==> config.mk <==
export PLATFORM = sky130hd
export DESIGN_NAME = clear_channel_assessment
export DESIGN_NICKNAME = d
export VERILOG_FILES = /design/src/core/cca_pkg.sv /design/src/core/cca_tmr_if.sv /design/src/core/clear_channel_assessment.sv /design/src/core/cca_timer.sv
export SDC_FILE = /design/constraint.sdc
export NUM_CORES = 1
export LEC_CHECK = 0
export BUFFER_PORTS_ARGS = -buffer_cell sky130_fd_sc_hd__buf_2
export CAP_MARGIN = 20
export CORE_MARGIN = 2
export CORE_UTILIZATION = 35
export CTS_CLUSTER_DIAMETER = 50
export CTS_CLUSTER_SIZE = 14
export DETAILED_ROUTE_END_ITERATION = 16
export HOLD_SLACK_MARGIN = 0.12
export SETUP_SLACK_MARGIN = 0.5
export SYNTH_ARGS = -nofsm -noshare
export SYNTH_HDL_FRONTEND = slang
export SYNTH_HIERARCHICAL = 1
export SYNTH_SLANG_ARGS = --single-unit
==> constraint.sdc <==
create_clock -name clk -period 6.01 [get_ports clk]
set_input_delay 0.601 -clock clk [delete_from_list [all_inputs] [get_ports clk]]
set_output_delay 0.601 -clock clk [all_outputs]
set_load 0.05 [all_outputs]
==> src/core/cca_pkg.sv <==
// Constants and types shared by the clear channel assessment block
package cca_pkg;

  // ----------------------------------------------------------------
  // Register offsets and field positions
  // ----------------------------------------------------------------
  localparam logic [5:0] STATUS_ADDR = 6'h01;
  localparam logic [5:0] CTRL_ADDR   = 6'h08;
  localparam logic [5:0] THRES_ADDR  = 6'h09;
  localparam logic [5:0] SYNC_ADDR   = 6'h15;

  localparam int DONE_BIT = 7;
  localparam int IDLE_BIT = 6;
  localparam int REQ_BIT  = 7;
  localparam int MODE_HI  = 6;
  localparam int MODE_LO  = 5;
  localparam int THR_HI   = 4;
  localparam int PDT_BIT  = 7;

  // ----------------------------------------------------------------
  // Reset values
  // ----------------------------------------------------------------
  localparam logic [7:0] CTRL_RST  = 8'h20;
  localparam logic [7:0] THRES_RST = 8'hc7;
  localparam logic [7:0] SYNC_RST  = 8'h00;

  // ----------------------------------------------------------------
  // Timing
  // ----------------------------------------------------------------
  localparam int CLK_NS       = 8;
  localparam int SYMBOL_NS    = 16000;
  localparam int MEAS_SYMBOLS = 8;
  localparam int RESULT_NS    = 140000;
  localparam int MEAS_CYC  = (MEAS_SYMBOLS * SYMBOL_NS + CLK_NS - 1) / CLK_NS;
  localparam int RESULT_CYC = (RESULT_NS + CLK_NS - 1) / CLK_NS;

  localparam logic signed [9:0] SENS_FLOOR_DBM = -10'sd91;

  // ----------------------------------------------------------------
  // Types
  // ----------------------------------------------------------------
  typedef enum logic [1:0] {
    MODE_OR      = 2'h0,
    MODE_ENERGY  = 2'h1,
    MODE_CARRIER = 2'h2,
    MODE_AND     = 2'h3
  } mode_type;

  typedef enum logic [3:0] {
    ST_IDLE      = 4'b0001,
    ST_MEAS      = 4'b0010,
    ST_PROC      = 4'b0100,
    ST_WAIT_AUTO = 4'b1000
  } state_type;

endpackage

==> src/core/cca_tmr_if.sv <==
// Handshake between the assessment control and its interval timers
`timescale 1ns/1ps
`default_nettype none
interface cca_tmr_if;
  logic start;
  logic running;
  logic meas_end;
  logic res_end;
  modport ctrl (output start, input running, meas_end, res_end);
  modport tmr  (input start, output running, meas_end, res_end);
endinterface
`default_nettype wire

==> src/core/clear_channel_assessment.sv <==
// Clear channel assessment: modes, requests, flags and timing
`timescale 1ns/1ps
`default_nettype none

// Contract
// - Energy mode: busy on energy above threshold
// - Carrier mode: busy only on compliant carrier
// - Mode 0 ORs, mode 3 ANDs both
// - Request bit starts measurement in receive states
// - Listening: eight symbols, result at 140 us
// - Completion event on manual assessment end
// - Threshold is floor plus twice field
// - New request clears done and idle flags
// - Done set at end; idle only if clear
// - Carrier detector flags compliant signals as busy
// - Request outside receive still completes, no measurement
// - Busy-receive during energy run: early, second event
// - Busy-receive timing per mode and request moment
// - One automated energy run per frame header
// - Preamble detect disable keeps receiver listening
// - Done flag is status bit 7
// - Mode and request live in control register
// - Sensitivity floor is minus ninety-one dBm
// - Request bit clears itself
// - Threshold field is bits four to zero
// - Idle flag is status bit 6
module clear_channel_assessment
  import cca_pkg::*;
#(
  parameter int MEAS_CYCLES   = MEAS_CYC,
  parameter int RESULT_CYCLES = RESULT_CYC
) (
  // Clock and reset
  input  wire logic       clk,
  input  wire logic       rst_n,
  // Register access port
  input  wire logic [5:0] reg_addr,
  input  wire logic       reg_wr_en,
  input  wire logic       reg_rd_en,
  input  wire logic [7:0] reg_wdata,
  output logic      [7:0] reg_rdata,
  // Receiver state and measurements, same clock
  input  wire logic       basic_mode,
  input  wire logic       rx_listen,
  input  wire logic       rx_busy,
  input  wire logic       shr_detected,
  input  wire logic [4:0] rssi_value,
  input  wire logic       carrier_detect,
  input  wire logic [4:0] trx_state,
  // Events and controls to the radio
  output logic            measure_done_event,
  output logic            preamble_detect_disable
);

  // ----------------------------------------------------------------
  // Reset release
  // ----------------------------------------------------------------
  logic rst_meta_r;
  logic rst_sync_n;

  always_ff @(posedge clk or negedge rst_n) begin
    if (!rst_n) begin
      rst_meta_r <= 1'b0;
      rst_sync_n <= 1'b0;
    end else begin
      rst_meta_r <= 1'b1;
      rst_sync_n <= rst_meta_r;
    end
  end

  // ----------------------------------------------------------------
  // Registers and request decode
  // ----------------------------------------------------------------
  logic [7:0] ctrl_r;
  logic [7:0] thres_r;
  logic [7:0] sync_r;
  logic [7:0] rdata_r;
  logic       done_r;
  logic       idle_r;
  logic       irq_r;
  mode_type   mode_r;
  state_type  st_r;
  logic       e_seen_r;
  logic       c_seen_r;
  logic       auto_e_r;
  logic       frame_auto_r;
  logic       start_r;
  logic       auto_start_r;

  logic       req;
  mode_type   req_mode;
  logic       can_meas;

  assign req      = reg_wr_en && (reg_addr == CTRL_ADDR)
                 && reg_wdata[REQ_BIT];
  assign req_mode = mode_type'(reg_wdata[MODE_HI:MODE_LO]);
  // Extended mode counts as outside the basic receive states
  assign can_meas = basic_mode && (rx_listen || rx_busy);

  // Request bit is never stored, so it reads back as zero
  always_ff @(posedge clk or negedge rst_sync_n) begin
    if (!rst_sync_n) begin
      ctrl_r  <= CTRL_RST;
      thres_r <= THRES_RST;
      sync_r  <= SYNC_RST;
    end else if (reg_wr_en) begin
      case (reg_addr)
        CTRL_ADDR:  ctrl_r  <= {1'b0, reg_wdata[6:0]};
        THRES_ADDR: thres_r <= reg_wdata;
        SYNC_ADDR:  sync_r  <= reg_wdata;
        default:    ctrl_r  <= ctrl_r;
      endcase
    end
  end

  always_ff @(posedge clk or negedge rst_sync_n) begin
    if (!rst_sync_n) begin
      rdata_r <= 8'h00;
    end else if (reg_rd_en) begin
      case (reg_addr)
        STATUS_ADDR: rdata_r <= {done_r, idle_r, 1'b0,
                                 trx_state};
        CTRL_ADDR:   rdata_r <= ctrl_r;
        THRES_ADDR:  rdata_r <= thres_r;
        SYNC_ADDR:   rdata_r <= sync_r;
        default:     rdata_r <= 8'h00;
      endcase
    end
  end

  // ----------------------------------------------------------------
  // Energy comparison
  // ----------------------------------------------------------------
  logic [6:0]        rssi3;
  logic signed [9:0] pwr_dbm;
  logic signed [9:0] thr_dbm;
  logic              energy_now;

  assign rssi3   = 7'(rssi_value) * 7'h03;
  assign pwr_dbm = SENS_FLOOR_DBM + $signed({3'b000, rssi3})
                 - 10'sd3;
  assign thr_dbm = SENS_FLOOR_DBM
                 + $signed({4'h0, thres_r[THR_HI:0], 1'b0});
  assign energy_now = (rssi_value != 5'h00) && (pwr_dbm > thr_dbm);

  function automatic logic chan_busy(mode_type m, logic e, logic c);
    case (m)
      MODE_OR:      chan_busy = e | c;
      MODE_ENERGY:  chan_busy = e;
      MODE_CARRIER: chan_busy = c;
      MODE_AND:     chan_busy = e & c;
      default:      chan_busy = e | c;
    endcase
  endfunction

  // ----------------------------------------------------------------
  // Timers
  // ----------------------------------------------------------------
  cca_tmr_if man_t ();
  cca_tmr_if auto_t ();

  assign man_t.start  = start_r;
  assign auto_t.start = auto_start_r;

  cca_timer #(
    .CNT_W    (16),
    .MEAS_LEN (MEAS_CYCLES),
    .RES_LEN  (RESULT_CYCLES)
  ) u_man_tmr (
    .clk   (clk),
    .rst_n (rst_sync_n),
    .tp    (man_t.tmr)
  );

  cca_timer #(
    .CNT_W    (16),
    .MEAS_LEN (MEAS_CYCLES),
    .RES_LEN  (MEAS_CYCLES)
  ) u_auto_tmr (
    .clk   (clk),
    .rst_n (rst_sync_n),
    .tp    (auto_t.tmr)
  );

  // ----------------------------------------------------------------
  // Automated energy run, once per frame
  // ----------------------------------------------------------------
  logic auto_go;
  assign auto_go = shr_detected && rx_busy && !frame_auto_r
                && !sync_r[PDT_BIT];

  always_ff @(posedge clk or negedge rst_sync_n) begin
    if (!rst_sync_n) begin
      frame_auto_r <= 1'b0;
      auto_start_r <= 1'b0;
    end else begin
      auto_start_r <= auto_go;
      if (!rx_busy) begin
        frame_auto_r <= 1'b0;
      end else if (auto_go) begin
        frame_auto_r <= 1'b1;
      end
    end
  end

  always_ff @(posedge clk or negedge rst_sync_n) begin
    if (!rst_sync_n) begin
      auto_e_r <= 1'b0;
    end else if (auto_start_r) begin
      auto_e_r <= energy_now;
    end else if (auto_t.running) begin
      auto_e_r <= auto_e_r | energy_now;
    end
  end

  // ----------------------------------------------------------------
  // Request sequencing
  // ----------------------------------------------------------------
  logic auto_busy;
  logic imm_fin;
  logic early_ev;
  logic lst_fin;
  logic aut_fin;
  logic out_fin;
  logic imm_e;

  // Auto run counts as busy from its trigger until it ends
  assign auto_busy = auto_start_r || (auto_t.running && !auto_t.meas_end);
  assign out_fin  = req && !can_meas;
  assign imm_fin  = req && can_meas && !rx_listen
                 && ((req_mode == MODE_CARRIER) || !auto_busy);
  assign early_ev = req && can_meas && !rx_listen
                 && (req_mode != MODE_CARRIER) && auto_busy;
  assign lst_fin  = (st_r == ST_PROC) && man_t.res_end && !req;
  assign aut_fin  = (st_r == ST_WAIT_AUTO) && !req
                 && (auto_t.meas_end || !auto_t.running);
  assign imm_e    = frame_auto_r ? auto_e_r : energy_now;

  always_ff @(posedge clk or negedge rst_sync_n) begin
    if (!rst_sync_n) begin
      st_r    <= ST_IDLE;
      mode_r  <= MODE_ENERGY;
      start_r <= 1'b0;
    end else begin
      start_r <= 1'b0;
      if (req) begin
        mode_r <= req_mode;
        if (can_meas && rx_listen) begin
          st_r    <= ST_MEAS;
          start_r <= 1'b1;
        end else if (early_ev) begin
          st_r <= ST_WAIT_AUTO;
        end else begin
          st_r <= ST_IDLE;
        end
      end else begin
        case (st_r)
          ST_IDLE:      st_r <= ST_IDLE;
          ST_MEAS:      if (man_t.meas_end) st_r <= ST_PROC;
          ST_PROC:      if (man_t.res_end) st_r <= ST_IDLE;
          ST_WAIT_AUTO: if (aut_fin) st_r <= ST_IDLE;
          default:      st_r <= ST_IDLE;
        endcase
      end
    end
  end

  // Evidence gathered over the measurement window
  always_ff @(posedge clk or negedge rst_sync_n) begin
    if (!rst_sync_n) begin
      e_seen_r <= 1'b0;
      c_seen_r <= 1'b0;
    end else if (req) begin
      e_seen_r <= 1'b0;
      c_seen_r <= carrier_detect;
    end else if (st_r == ST_MEAS || st_r == ST_WAIT_AUTO) begin
      e_seen_r <= e_seen_r | energy_now;
      c_seen_r <= c_seen_r | carrier_detect;
    end
  end

  // ----------------------------------------------------------------
  // Status flags and completion event
  // ----------------------------------------------------------------
  // A new request outranks listening and auto-run completion, so a result due in that cycle is dropped
  always_ff @(posedge clk or negedge rst_sync_n) begin
    if (!rst_sync_n) begin
      done_r <= 1'b0;
      idle_r <= 1'b0;
    end else if (out_fin) begin
      done_r <= 1'b1;
      idle_r <= 1'b0;
    end else if (imm_fin) begin
      done_r <= 1'b1;
      idle_r <= !chan_busy(req_mode, imm_e, carrier_detect);
    end else if (req) begin
      done_r <= 1'b0;
      idle_r <= 1'b0;
    end else if (lst_fin) begin
      done_r <= 1'b1;
      idle_r <= !chan_busy(mode_r, e_seen_r, c_seen_r);
    end else if (aut_fin) begin
      done_r <= 1'b1;
      idle_r <= !chan_busy(mode_r, auto_e_r | energy_now, c_seen_r);
    end
  end

  always_ff @(posedge clk or negedge rst_sync_n) begin
    if (!rst_sync_n) begin
      irq_r <= 1'b0;
    end else begin
      irq_r <= out_fin || imm_fin || early_ev
            || lst_fin || aut_fin;
    end
  end

  assign reg_rdata               = rdata_r;
  assign measure_done_event      = irq_r;
  assign preamble_detect_disable = sync_r[PDT_BIT];

  // ----------------------------------------------------------------
  // Checks
  // ----------------------------------------------------------------
  logic [15:0] elapsed_r;
  always_ff @(posedge clk or negedge rst_sync_n) begin
    if (!rst_sync_n) begin
      elapsed_r <= 16'h0000;
    end else if (req) begin
      elapsed_r <= 16'h0000;
    end else if (st_r != ST_IDLE) begin
      elapsed_r <= elapsed_r + 16'h0001;
    end
  end

  AST_REQ_CLEARS: assert property (@(posedge clk)
    disable iff (!rst_sync_n)
    req && can_meas && rx_listen |=> !done_r && !idle_r)
    else $error("request did not clear flags");
  AST_OUTSIDE_DONE: assert property (@(posedge clk)
    disable iff (!rst_sync_n)
    req && !can_meas |=> done_r && irq_r && !idle_r)
    else $error("request outside receive did not complete");
  AST_LISTEN_TIME: assert property (@(posedge clk)
    disable iff (!rst_sync_n)
    lst_fin |-> elapsed_r >= 16'(RESULT_CYCLES))
    else $error("listening result came too early");
  AST_CARRIER_MODE: assert property (@(posedge clk)
    disable iff (!rst_sync_n)
    lst_fin && mode_r == MODE_CARRIER |=> idle_r == !$past(c_seen_r))
    else $error("carrier mode result wrong");
  AST_AND_MODE: assert property (@(posedge clk)
    disable iff (!rst_sync_n)
    lst_fin && mode_r == MODE_AND
    |=> idle_r == !($past(e_seen_r) && $past(c_seen_r)))
    else $error("and mode result wrong");
  AST_ENERGY_SEEN: assert property (@(posedge clk)
    disable iff (!rst_sync_n)
    st_r == ST_MEAS && energy_now && !req |=> e_seen_r)
    else $error("energy sample not recorded");
  AST_EVENT_DONE: assert property (@(posedge clk)
    disable iff (!rst_sync_n)
    lst_fin ##1 1'b1 |-> irq_r && done_r)
    else $error("completion event without done flag");
  AST_SELF_CLEAR: assert property (@(posedge clk)
    disable iff (!rst_sync_n)
    reg_rd_en && reg_addr == CTRL_ADDR |=> !reg_rdata[REQ_BIT])
    else $error("request bit reads back as one");
  AST_AUTO_ONCE: assert property (@(posedge clk)
    disable iff (!rst_sync_n)
    auto_start_r |-> frame_auto_r && !$past(frame_auto_r))
    else $error("second automated run in one frame");
  AST_EARLY_WAIT: assert property (@(posedge clk)
    disable iff (!rst_sync_n)
    early_ev |=> irq_r && !done_r && st_r == ST_WAIT_AUTO)
    else $error("early event handling wrong");

endmodule
`default_nettype wire

==> src/core/cca_timer.sv <==
// Interval timer: flags end of measurement and end of processing
`timescale 1ns/1ps
`default_nettype none
module cca_timer
  import cca_pkg::*;
#(
  parameter int CNT_W    = 16,
  parameter int MEAS_LEN = MEAS_CYC,
  parameter int RES_LEN  = RESULT_CYC
) (
  // Clock and reset
  input  wire logic clk,
  input  wire logic rst_n,
  // Control side
  cca_tmr_if.tmr    tp
);

  logic [CNT_W-1:0] cnt_r;
  logic             run_r;
  logic             meas_end_r;
  logic             res_end_r;

  // A new start restarts the count from one
  always_ff @(posedge clk or negedge rst_n) begin
    if (!rst_n) begin
      cnt_r <= '0;
      run_r <= 1'b0;
    end else if (tp.start) begin
      cnt_r <= CNT_W'(1);
      run_r <= 1'b1;
    end else if (run_r) begin
      cnt_r <= cnt_r + CNT_W'(1);
      if (cnt_r == CNT_W'(RES_LEN)) begin
        run_r <= 1'b0;
      end
    end
  end

  always_ff @(posedge clk or negedge rst_n) begin
    if (!rst_n) begin
      meas_end_r <= 1'b0;
      res_end_r  <= 1'b0;
    end else begin
      meas_end_r <= run_r && !tp.start && (cnt_r == CNT_W'(MEAS_LEN));
      res_end_r  <= run_r && !tp.start && (cnt_r == CNT_W'(RES_LEN));
    end
  end

  assign tp.running  = run_r;
  assign tp.meas_end = meas_end_r;
  assign tp.res_end  = res_end_r;

endmodule
`default_nettype wire

* Yosys cells after proc, flatten, opt, wreduce, memory -nomap -nowiden *
Cells that the tools add are included.

storage, ports and cells
  register bits = 85
  output and inout port bits = 10
  word-level logic and storage cells = 171

cells by class
  add/sub/neg operators = 5
  $mul = 1
  magnitude comparators = 1
  equal/unequal tests = 21
  multiplexer cells = 53
  bitwise gates (word level) = 9
  reduce and logical (&&, ||, !) cells = 57

operators with widths
  kind                   number
  $mux 16                4
  $mux 1                 38
  $add 16x1->16 const B  2
  $eq 16x14->1 const B   2
  $pmux 8 s4             1
  $logic_and 1x1->1      24
  $mux 4                 6
  $eq 16x15->1 const B   1
  $logic_not 1->1        13
  $eq 6x4->1 const B     2
  $pmux 1 s4             3
  $pmux 4 s3             1
  $gt 10x9->1            1
  $reduce_bool 5->1      2
  $sub 9x3->10 const B   1
  $add 8x7->9 const A    1
  $add 8x8->9 const A    1
  $logic_or 1x1->1       9
  $eq 2x2->1 const B     4
  $mul 5x2->7 const B    1
  $eq 6x1->1 const B     1
  $eq 6x5->1 const B     1
  $ne 3x2->1 const B     2
  $or 1x1->1             6
  other kinds (12)       20

* Logic depth before layout (Yosys ltp) *
Gate-level depths: netlist (run 1).

  depth after elaboration = 19
  depth in mapped cells = 15
  depth with buffers taken out = 15

* Hierarchy *
Netlist (run 1), hierarchy kept.

modules (own cells, without submodules)
  module                    times used  cells each  area an instance (um^2)
  clear_channel_assessment  1           272         2870.3
  cca_timer at u_man_tmr    1           105         1033.5
  cca_timer at u_auto_tmr   1           95          947.2

* Worst setup path after synthesis (run 1) *
Ideal clock, no wire load.

  path kind = input to register
  start point = input port rssi_value[0]
  end point = register e_seen_r
  library setup time = 0.104 ns
  arrival = 3.275 ns
  required time = 5.906 ns
  path slack = 2.632 ns
  stages on the path = 15
  path buffers = 0
  path through = ha_1 inv_1 fa_1 nand2b_1 a21oi_4 xor2_2 or4_1 nand3_1 a21oi_1 ha_1 nand3_1 o221ai_1 nand4_1 o21a_1 o41ai_2

between the ends
  word-level cells in the longest chain between the ends = 8
  elaborated cells on any way between the ends = 9
  classes of those cells = 2 x add/sub; 1 x mul; 1 x order compare; 2 x mux; 1 x bitwise; 2 x reduce/logical

ends and longest elaborated chain
  item                   line                             RTL
  from (decl)            clear_channel_assessment.sv:47   input wire logic [4:0] rssi_value,
  $mul 5x2->7            clear_channel_assessment.sv:139  assign rssi3 = 7'(rssi_value) * 7'h03;
  $add 8x8->9            clear_channel_assessment.sv:140  assign pwr_dbm = SENS_FLOOR_DBM + $signed({3'b000, rssi3})
  $sub 9x3->10           clear_channel_assessment.sv:141  - 10'sd3;
  $gt 10x9->1            clear_channel_assessment.sv:144  assign energy_now = (rssi_value != 5'h00) && (pwr_dbm > thr_dbm);
  $logic_and 1x1->1 (*)  clear_channel_assessment.sv:144
  $or 1x1->1 (*)         clear_channel_assessment.sv:277  e_seen_r <= e_seen_r | energy_now;
  $mux 1 (*)             clear_channel_assessment.sv:276  end else if (st_r == ST_MEAS || st_r == ST_WAIT_AUTO) begin
  $mux 1 (*)             clear_channel_assessment.sv:273  end else if (req) begin
  to (signal assigned)   clear_channel_assessment.sv:277
  to (decl)              clear_channel_assessment.sv:83   logic e_seen_r;

Every way passes the cells marked *; elsewhere a longest branch is shown, timed or not. The select of a mux whose other input is x is not followed.
A chain may end at the register's enable or synchronous reset.

* Worst setup path in the final report (run 1) *
  start point = input port rssi_value[1]
  end point = register e_seen_r

The elaborated chain is that of the path after synthesis.

==> results by group, run 1 <==
CTS
  • Clock tree buffer depth: 2
  • CTS tree: done
  • H-tree depth: 3
  • Gates resized, CTS repair: 0
  • CTS root buffer: clkbuf_16
  • Clock sinks: 85
  • CTS buffer count: 9
  • Clock transition at path regs: 0.06 ns
  • Worst skew pair latency: 0.34 ns

Setup path
  • Slowest CP cell: or4_1
  • Worst Path Max Fanout: 6
  • Crit. End Element: flip-flop
  • Worst-path cell chain: buf_2 > ha_1 > inv_1 > fa_1 > nand2b_1 > a21oi_4 > xor2_2 > or4_1 > nand3_1 > a21oi_1 > ha_1 > nand3_1 > o221ai_1 > nand4_1 > o21a_1 > o41ai_2
  • Delay of the slowest critical-path stage: 0.44 ns
  • CP required: 6.24 ns
  • Worst Path Arrival: 3.65 ns
  • Critical path type: in2reg
  • Worst path top cell family by delay: adder cells
  • Kind of start point of the critical path: input port
  • Buf/Inv on CP: 2

Route
  • Via count: 3,661
  • First-pass iteration count of the detailed router: 5
  • Vias per cell: 5.30
  • Drt total wl: 10,400 um
  • Routed wire per std cell: 15.0 um
  • Antenna Nets Post-Route: 0
  • # DRC: 0
  • Drt initial violations: 243

Timing
  • Final setup vio count: 0
  • Setup TNS: 0 ns
  • Worst Tran Pin Value: 0.816 ns
  • F_max: 0.293 GHz
  • Clock tree skew after final layout: 0.00852 ns
  • Headroom to the max-slew limit: 45.6%
  • Fin crit period: 3.42 ns
  • Fin. max-slew vios: 0
  • Tcrit/Tclk final: 56.9%
  • Hold Fails Final Rpt: 0
  • RSZ-0062 raised after global routing: no

Layout
  • Layout cells sized above 1: 21.6%
  • Sequential cell area: 2140 um2
  • Antenna Diode Count: 0
  • Nets: 563
  • Fill count: 1,299
  • Final core occ: 40.9%
  • Synth-to-Final Area Change: 13.3%
  • Area of the multi-input gates: 2500 um2

Global routing
  • Grt ovf: 0
  • Largest net degree at the start of global routing: 84
  • Vias in the first global route: 3,574
  • Initial antenna violation count: 0
  • First-pass GRT wire length: 17,300 um
  • Total track usage: 14.8%

Outcome
  • Status: finished clean

Power
  • Power share of the sequential group: 47.5%
  • Peak supply drop: 142 uV
  • Clock Power Share: 32.4%
  • P_leak: 2.44 nW
  • Switch Pwr: 0.515 mW
  • Sw Ratio: 32.3%
  • Logic gate share of total power: 20.1%
  • PwrDens: 290 nW/um2
  • P_int: 1.08 mW

Yosys
  • Syn nets: 524
  • Synth warn: 6
  • Synthesized cell area: 4840 um2
  • Syn Area/Cell: 10.3 um2
  • Post-Synthesis Cells: 471

Floorplan
  • Io pins: 43
  • Core Footprint: 13,400 um2
  • Die ar.: 14,800 um2
  • Initial core utilization: 36.1%
  • Chip Width: 122 um
  • Die Y: 122 um
  • Cell Rows: 42

Placement
  • Post-DP HPWL: 7370 um
  • Port bufs: 42
  • GPL Wtd Cong: 0.865

Run
  • Max_cap viols: 0

Hold path
  • Worst hold path type: reg2async
final cells by class:
| cell class | count | share of cell area, % |
|---|---|---|
| Multi-Input combinational cell | 343 | 45.6 |
| Sequential cell | 85 | 39.0 |
| Timing Repair Buffer | 44 | 4.52 |
| Clock buffer | 10 | 4.17 |
| Tap cell | 176 | 4.01 |
| Inverter | 27 | 1.85 |
| Clock inverter | 6 | 0.821 |
cells in the final DEF, fill, tap and decap left out, drive strengths merged, types with 10 or more instances in the layout:
cell	n
a21oi	21
nor4	10
nor2	45
mux2	31
clkbuf	10
nand4	17
xnor2	11
nand3	15
ha	19
o21ai	16
dfrtp	77
nand2	29
xor2	12
buf	43
inv	30
path summary, 6_finish.rpt:
| path | slack [ns] | cells after the start | start | to |
|---|---|---|---|---|
| worst min-delay path | 0.17 | 0 | rst_sync_n$_DFF_PN0_ | u_man_tmr/cnt_r[11]$_DFFE_PN0P_ |
| worst max-delay path | 2.59 | 16 | rssi_value[1] | e_seen_r$_DFFE_PN0P_ |
| max in group asynchronous | 5.20 | 1 | rst_sync_n$_DFF_PN0_ | thres_r[1]$_DFFE_PN1P_ |
| worst max register to register | 3.80 | 4 | auto_start_r$_DFF_PN0_ | u_auto_tmr/tp.res_end$_DFF_PN0_ |
| worst min register to register | 0.17 | 0 | rst_sync_n$_DFF_PN0_ | u_man_tmr/cnt_r[11]$_DFFE_PN0P_ |
| min in group clk | 0.36 | 0 | rst_meta_r$_DFF_PN0_ | rst_sync_n$_DFF_PN0_ |
through the flow:
step,hold WS [ns],power [mW],setup WS (ns),std cells,instance area [um2]
global route,0.197,1.70,2.40,691,5490
detailed placement,0.336,1.08,2.25,673,5170
CTS,0.363,1.61,2.61,690,5460
floorplan,0.305,0.995,2.63,471,4840
global placement,0.339,1.06,2.37,673,5170
finish,0.172,1.59,2.59,691,5490
state kept, by name (all words and copies together) (netlist names):
signal                 count
rst_meta_r                 1
done_r                     1
u_auto_tmr/tp.running      1
ctrl_r                     7
u_man_tmr/tp.meas_end      1
u_man_tmr/tp.running       1
reg_rdata                  8
u_auto_tmr/cnt_r          16
u_man_tmr/cnt_r           16
e_seen_r                   1
st_r                       4
u_man_tmr/tp.res_end       1
frame_auto_r               1
auto_start_r               1
u_auto_tmr/tp.res_end      1
sync_r                     8
c_seen_r                   1
measure_done_event         1
idle_r                     1
rst_sync_n                 1
mode_r                     2
auto_e_r                   1
man_t.start                1
thres_r                    8
routing by layer:
layer  GRT usage [%]  vias up  wire [um]
li1                -     1803          -
met1            18.8     1776       4690
met2            24.3       72       5120
met3            3.37       10        362
met4            6.03        0        189
met5               0        -          0
power groups by stage:
stage               clock [mW]  sequential [mW]  combinational [mW]
finish                   0.516            0.756               0.321
floorplan                    0            0.737               0.258
global route             0.559            0.770               0.369
CTS                      0.534            0.764               0.312
global placement             0            0.770               0.295
detailed placement           0            0.773               0.310
timing repair:
action,in CTS,in global routing
hold endpoints to repair,2,0
setup buffers,0,0
hold buffers,1,0
Note: power is estimated with default switching activity, not from simulation.
==> run 2, diff against run 1 <==
- clock period: 6.01 -> 3.05 ns (I/O delays scaled with it)
==> run 2 against run 1 <==
Total power is 110% higher. Via count is 2.3% higher. First-iteration DRC count is 2.1% higher. Routed wire length is 2.2% higher. Non-clock buffer count is 19 higher. Global-route usage is 0.37 points higher. Largest power group unchanged. Final cell count is 2.7% higher. Worst setup slack worse by 2.2 ns.
==> results by group, run 2 (synthesis results as in run 1) <==
CTS
  • Clock tree buffer depth: 2 (unchanged)
  • Worst skew pair latency: 0.35 ns (about the same)
  • Clock sinks: 85 (unchanged)
  • CTS tree: done
  • H-tree depth: 3 (unchanged)
  • CTS buffer count: 9 (unchanged)
  • CTS root buffer: clkbuf_16
  • Clock transition at path regs: 0.06 ns (about the same)

Timing
  • Clock tree skew after final layout: 0.00880 ns (+0.000280 ns)
  • Final setup margin: 0.382 ns (-2.21 ns)
  • Fin. max-slew vios: 0 (unchanged)
  • Headroom to the max-slew limit: 64.3% (+19 points)
  • Final setup vio count: 0 (unchanged)
  • Hold Fails Final Rpt: 0 (unchanged)
  • RSZ-0062 raised after global routing: yes
  • Fin crit period: 2.67 ns
  • Setup TNS: 0 ns (unchanged)
  • F_max: 0.375 GHz
  • Worst Tran Pin Value: 0.534 ns (-0.282 ns)
  • Tcrit/Tclk final: 87.5%

Hold path
  • Worst hold path type: reg2async

Power
  • PwrDens: 580 nW/um2 (+100%)
  • Peak supply drop: 279 uV (+97%)
  • P_leak: 2.57 nW (+5.4%)
  • Overall Power: 3.34 mW (+110%)

Setup path
  • Reg2reg setup slack: 0.90 ns (-2.90 ns)
  • Worst path top cell family by delay: adder cells
  • Kind of start point of the critical path: input port
  • Buf/Inv on CP: 2 (unchanged)
  • Crit. End Element: flip-flop
  • FF-to-FF path depth: 8 (+4)
  • Reg-to-Reg Start: thres_r[1]$_DFFE_PN1P_
  • Delay of the slowest critical-path stage: 0.44 ns (about the same)
  • CP required: 3.30 ns (-2.94 ns)
  • Slowest CP cell: fa_2
  • Critical path type: in2reg
  • RR Endpoint: auto_e_r$_DFFE_PN0P_
  • Worst-path cell chain: buf_8 > ha_4 > inv_2 > fa_2 > nor2b_2 > and2_4 > nor3b_1 > o21ai_1 > o31ai_2 > a21oi_2 > ha_1 > nand3_1 > o221ai_1 > nand4_1 > o21a_1 > o32ai_2
  • Worst Path Max Fanout: 4 (-2)
  • Worst Path Arrival: 2.92 ns (-0.73 ns)

Route
  • First-pass iteration count of the detailed router: 4 (-1)
  • Via count: 3,747 (+2.3%)
  • # DRC: 0 (unchanged)
  • Drt initial violations: 248 (+2.1%)
  • Routed wire per std cell: 14.9 um (-0.50%)
  • Vias per cell: 5.28 (-0.39%)
  • Antenna Nets Post-Route: 0 (unchanged)
  • Drt total wl: 10,600 um (+2.2%)

Layout
  • Top Registers: u_auto_tmr/cnt_r x16, u_man_tmr/cnt_r x16
  • Synth-to-Final Area Change: 19.1%
  • Antenna Diode Count: 0 (unchanged)
  • Commonest non-fill, non-tap cell in the layout: dfrtp_1
  • Layout cells sized above 1: 27.2% (+5.6 points)
  • Final cell count without fillers: 710 (+2.7%)
  • Most frequent cells in the layout: 76 x dfrtp_1, 44 x nor2_1, 40 x buf_2, 27 x nand2_1
  • Nets: 582 (+3.4%)
  • Fill count: 1,322 (+1.8%)

Floorplan
  • Cell Rows: 42 (unchanged)
  • Io pins: 43 (unchanged)
  • Initial core utilization: 36.1% (unchanged)
  • Die ar.: 14,800 um2 (unchanged)
  • Chip Width: 122 um (unchanged)
  • Core Footprint: 13,400 um2 (unchanged)
  • Die Y: 122 um (unchanged)

Global routing
  • First-pass GRT wire length: 17,900 um (+3.3%)
  • Total track usage: 15.1% (+0.37 points)
  • Initial antenna violation count: 0 (unchanged)
  • Vias in the first global route: 3,797 (+6.2%)
  • Grt ovf: 0 (unchanged)
  • Largest net degree at the start of global routing: 84 (unchanged)

Placement
  • Worst Setup Slack post-DPL: -0.185 ns (-2.44 ns)
  • GPL Wtd Cong: 0.815 (-5.7%)
  • Post-DP HPWL: 7490 um (+1.6%)
  • Placed cells: 685 (+1.8%)
  • Port bufs: 42 (unchanged)

Run
  • Max_cap viols: 0 (unchanged)

Outcome
  • Status: finished clean
## run 2: per-stage QoR
| stage | utilization [%] | instance area, um2 | hold WS (ns) |
|---|---|---|---|
| floorplan | - | 4870 | 0.00941 |
| global placement | 39.5 | 5290 | 0.0903 |
| detailed placement | 39.5 | 5290 | 0.0922 |
| CTS | 42.3 | 5670 | 0.194 |
| global route | 43.0 | 5770 | 0.215 |
| finish | 43.0 | 5770 | 0.206 |
## run 2: worst max path at each step
stage,start,end,slack (ns),depth (start not counted)
global placement,rssi_value[1],e_seen_r$_DFFE_PN0P_,-0.1,16
CTS,rssi_value[1],auto_e_r$_DFFE_PN0P_,0.38,16
detailed placement,rssi_value[1],e_seen_r$_DFFE_PN0P_,-0.18,16
finish,rssi_value[1],auto_e_r$_DFFE_PN0P_,0.38,16
global route,rssi_value[1],auto_e_r$_DFFE_PN0P_,0.23,16
floorplan,rssi_value[0],e_seen_r$_DFFE_PN0P_,0.1,15
## run 2: area by class of cell
cell class | count | area, um2 | area share, %
inverter | 27 | 101 | 1.76
multi-input combinational | 343 | 2580 | 44.8
tap | 176 | 220 | 3.82
clock inverter | 7 | 87.6 | 1.52
clock buffer | 9 | 225 | 3.90
sequential | 85 | 2140 | 37.1
timing repair buffer | 63 | 410 | 7.11
## run 2: timing repair
action / in CTS / in global routing
hold buffers: 1 / 0
pin swaps: 9 / 9
setup endpoints to repair: 3 / 3
setup buffers: 3 / 4
resized for setup: 9 / 11
endpoints found under the hold margin: 2 / 0
## run 2: layer usage
layer / vias to the layer above / track usage, % / share of wire [%]
met5: - / 0 / 0
met4: 0 / 6.39 / 1.6
met3: 15 / 2.86 / 3.0
met2: 59 / 25.8 / 51
met1: 1836 / 18.9 / 45
li1: 1837 / - / -
## run 2: worst reg2reg max path: cells and delay by family, from the launching register on
| family | cells | cell delay [ns] |
|---|---|---|
| flops | 1 | 0.57 |
| compound gates | 3 | 0.65 |
| fa+ha+maj | 2 | 0.50 |
| simple gates | 2 | 0.23 |
| xor+xnor | 1 | 0.08 |
## run 2: where the power goes
group,internal (mW),switching [mW]
logic,0.326,0.379
registers,1.29,0.195
clock network,0.655,0.501
total,2.27,1.07
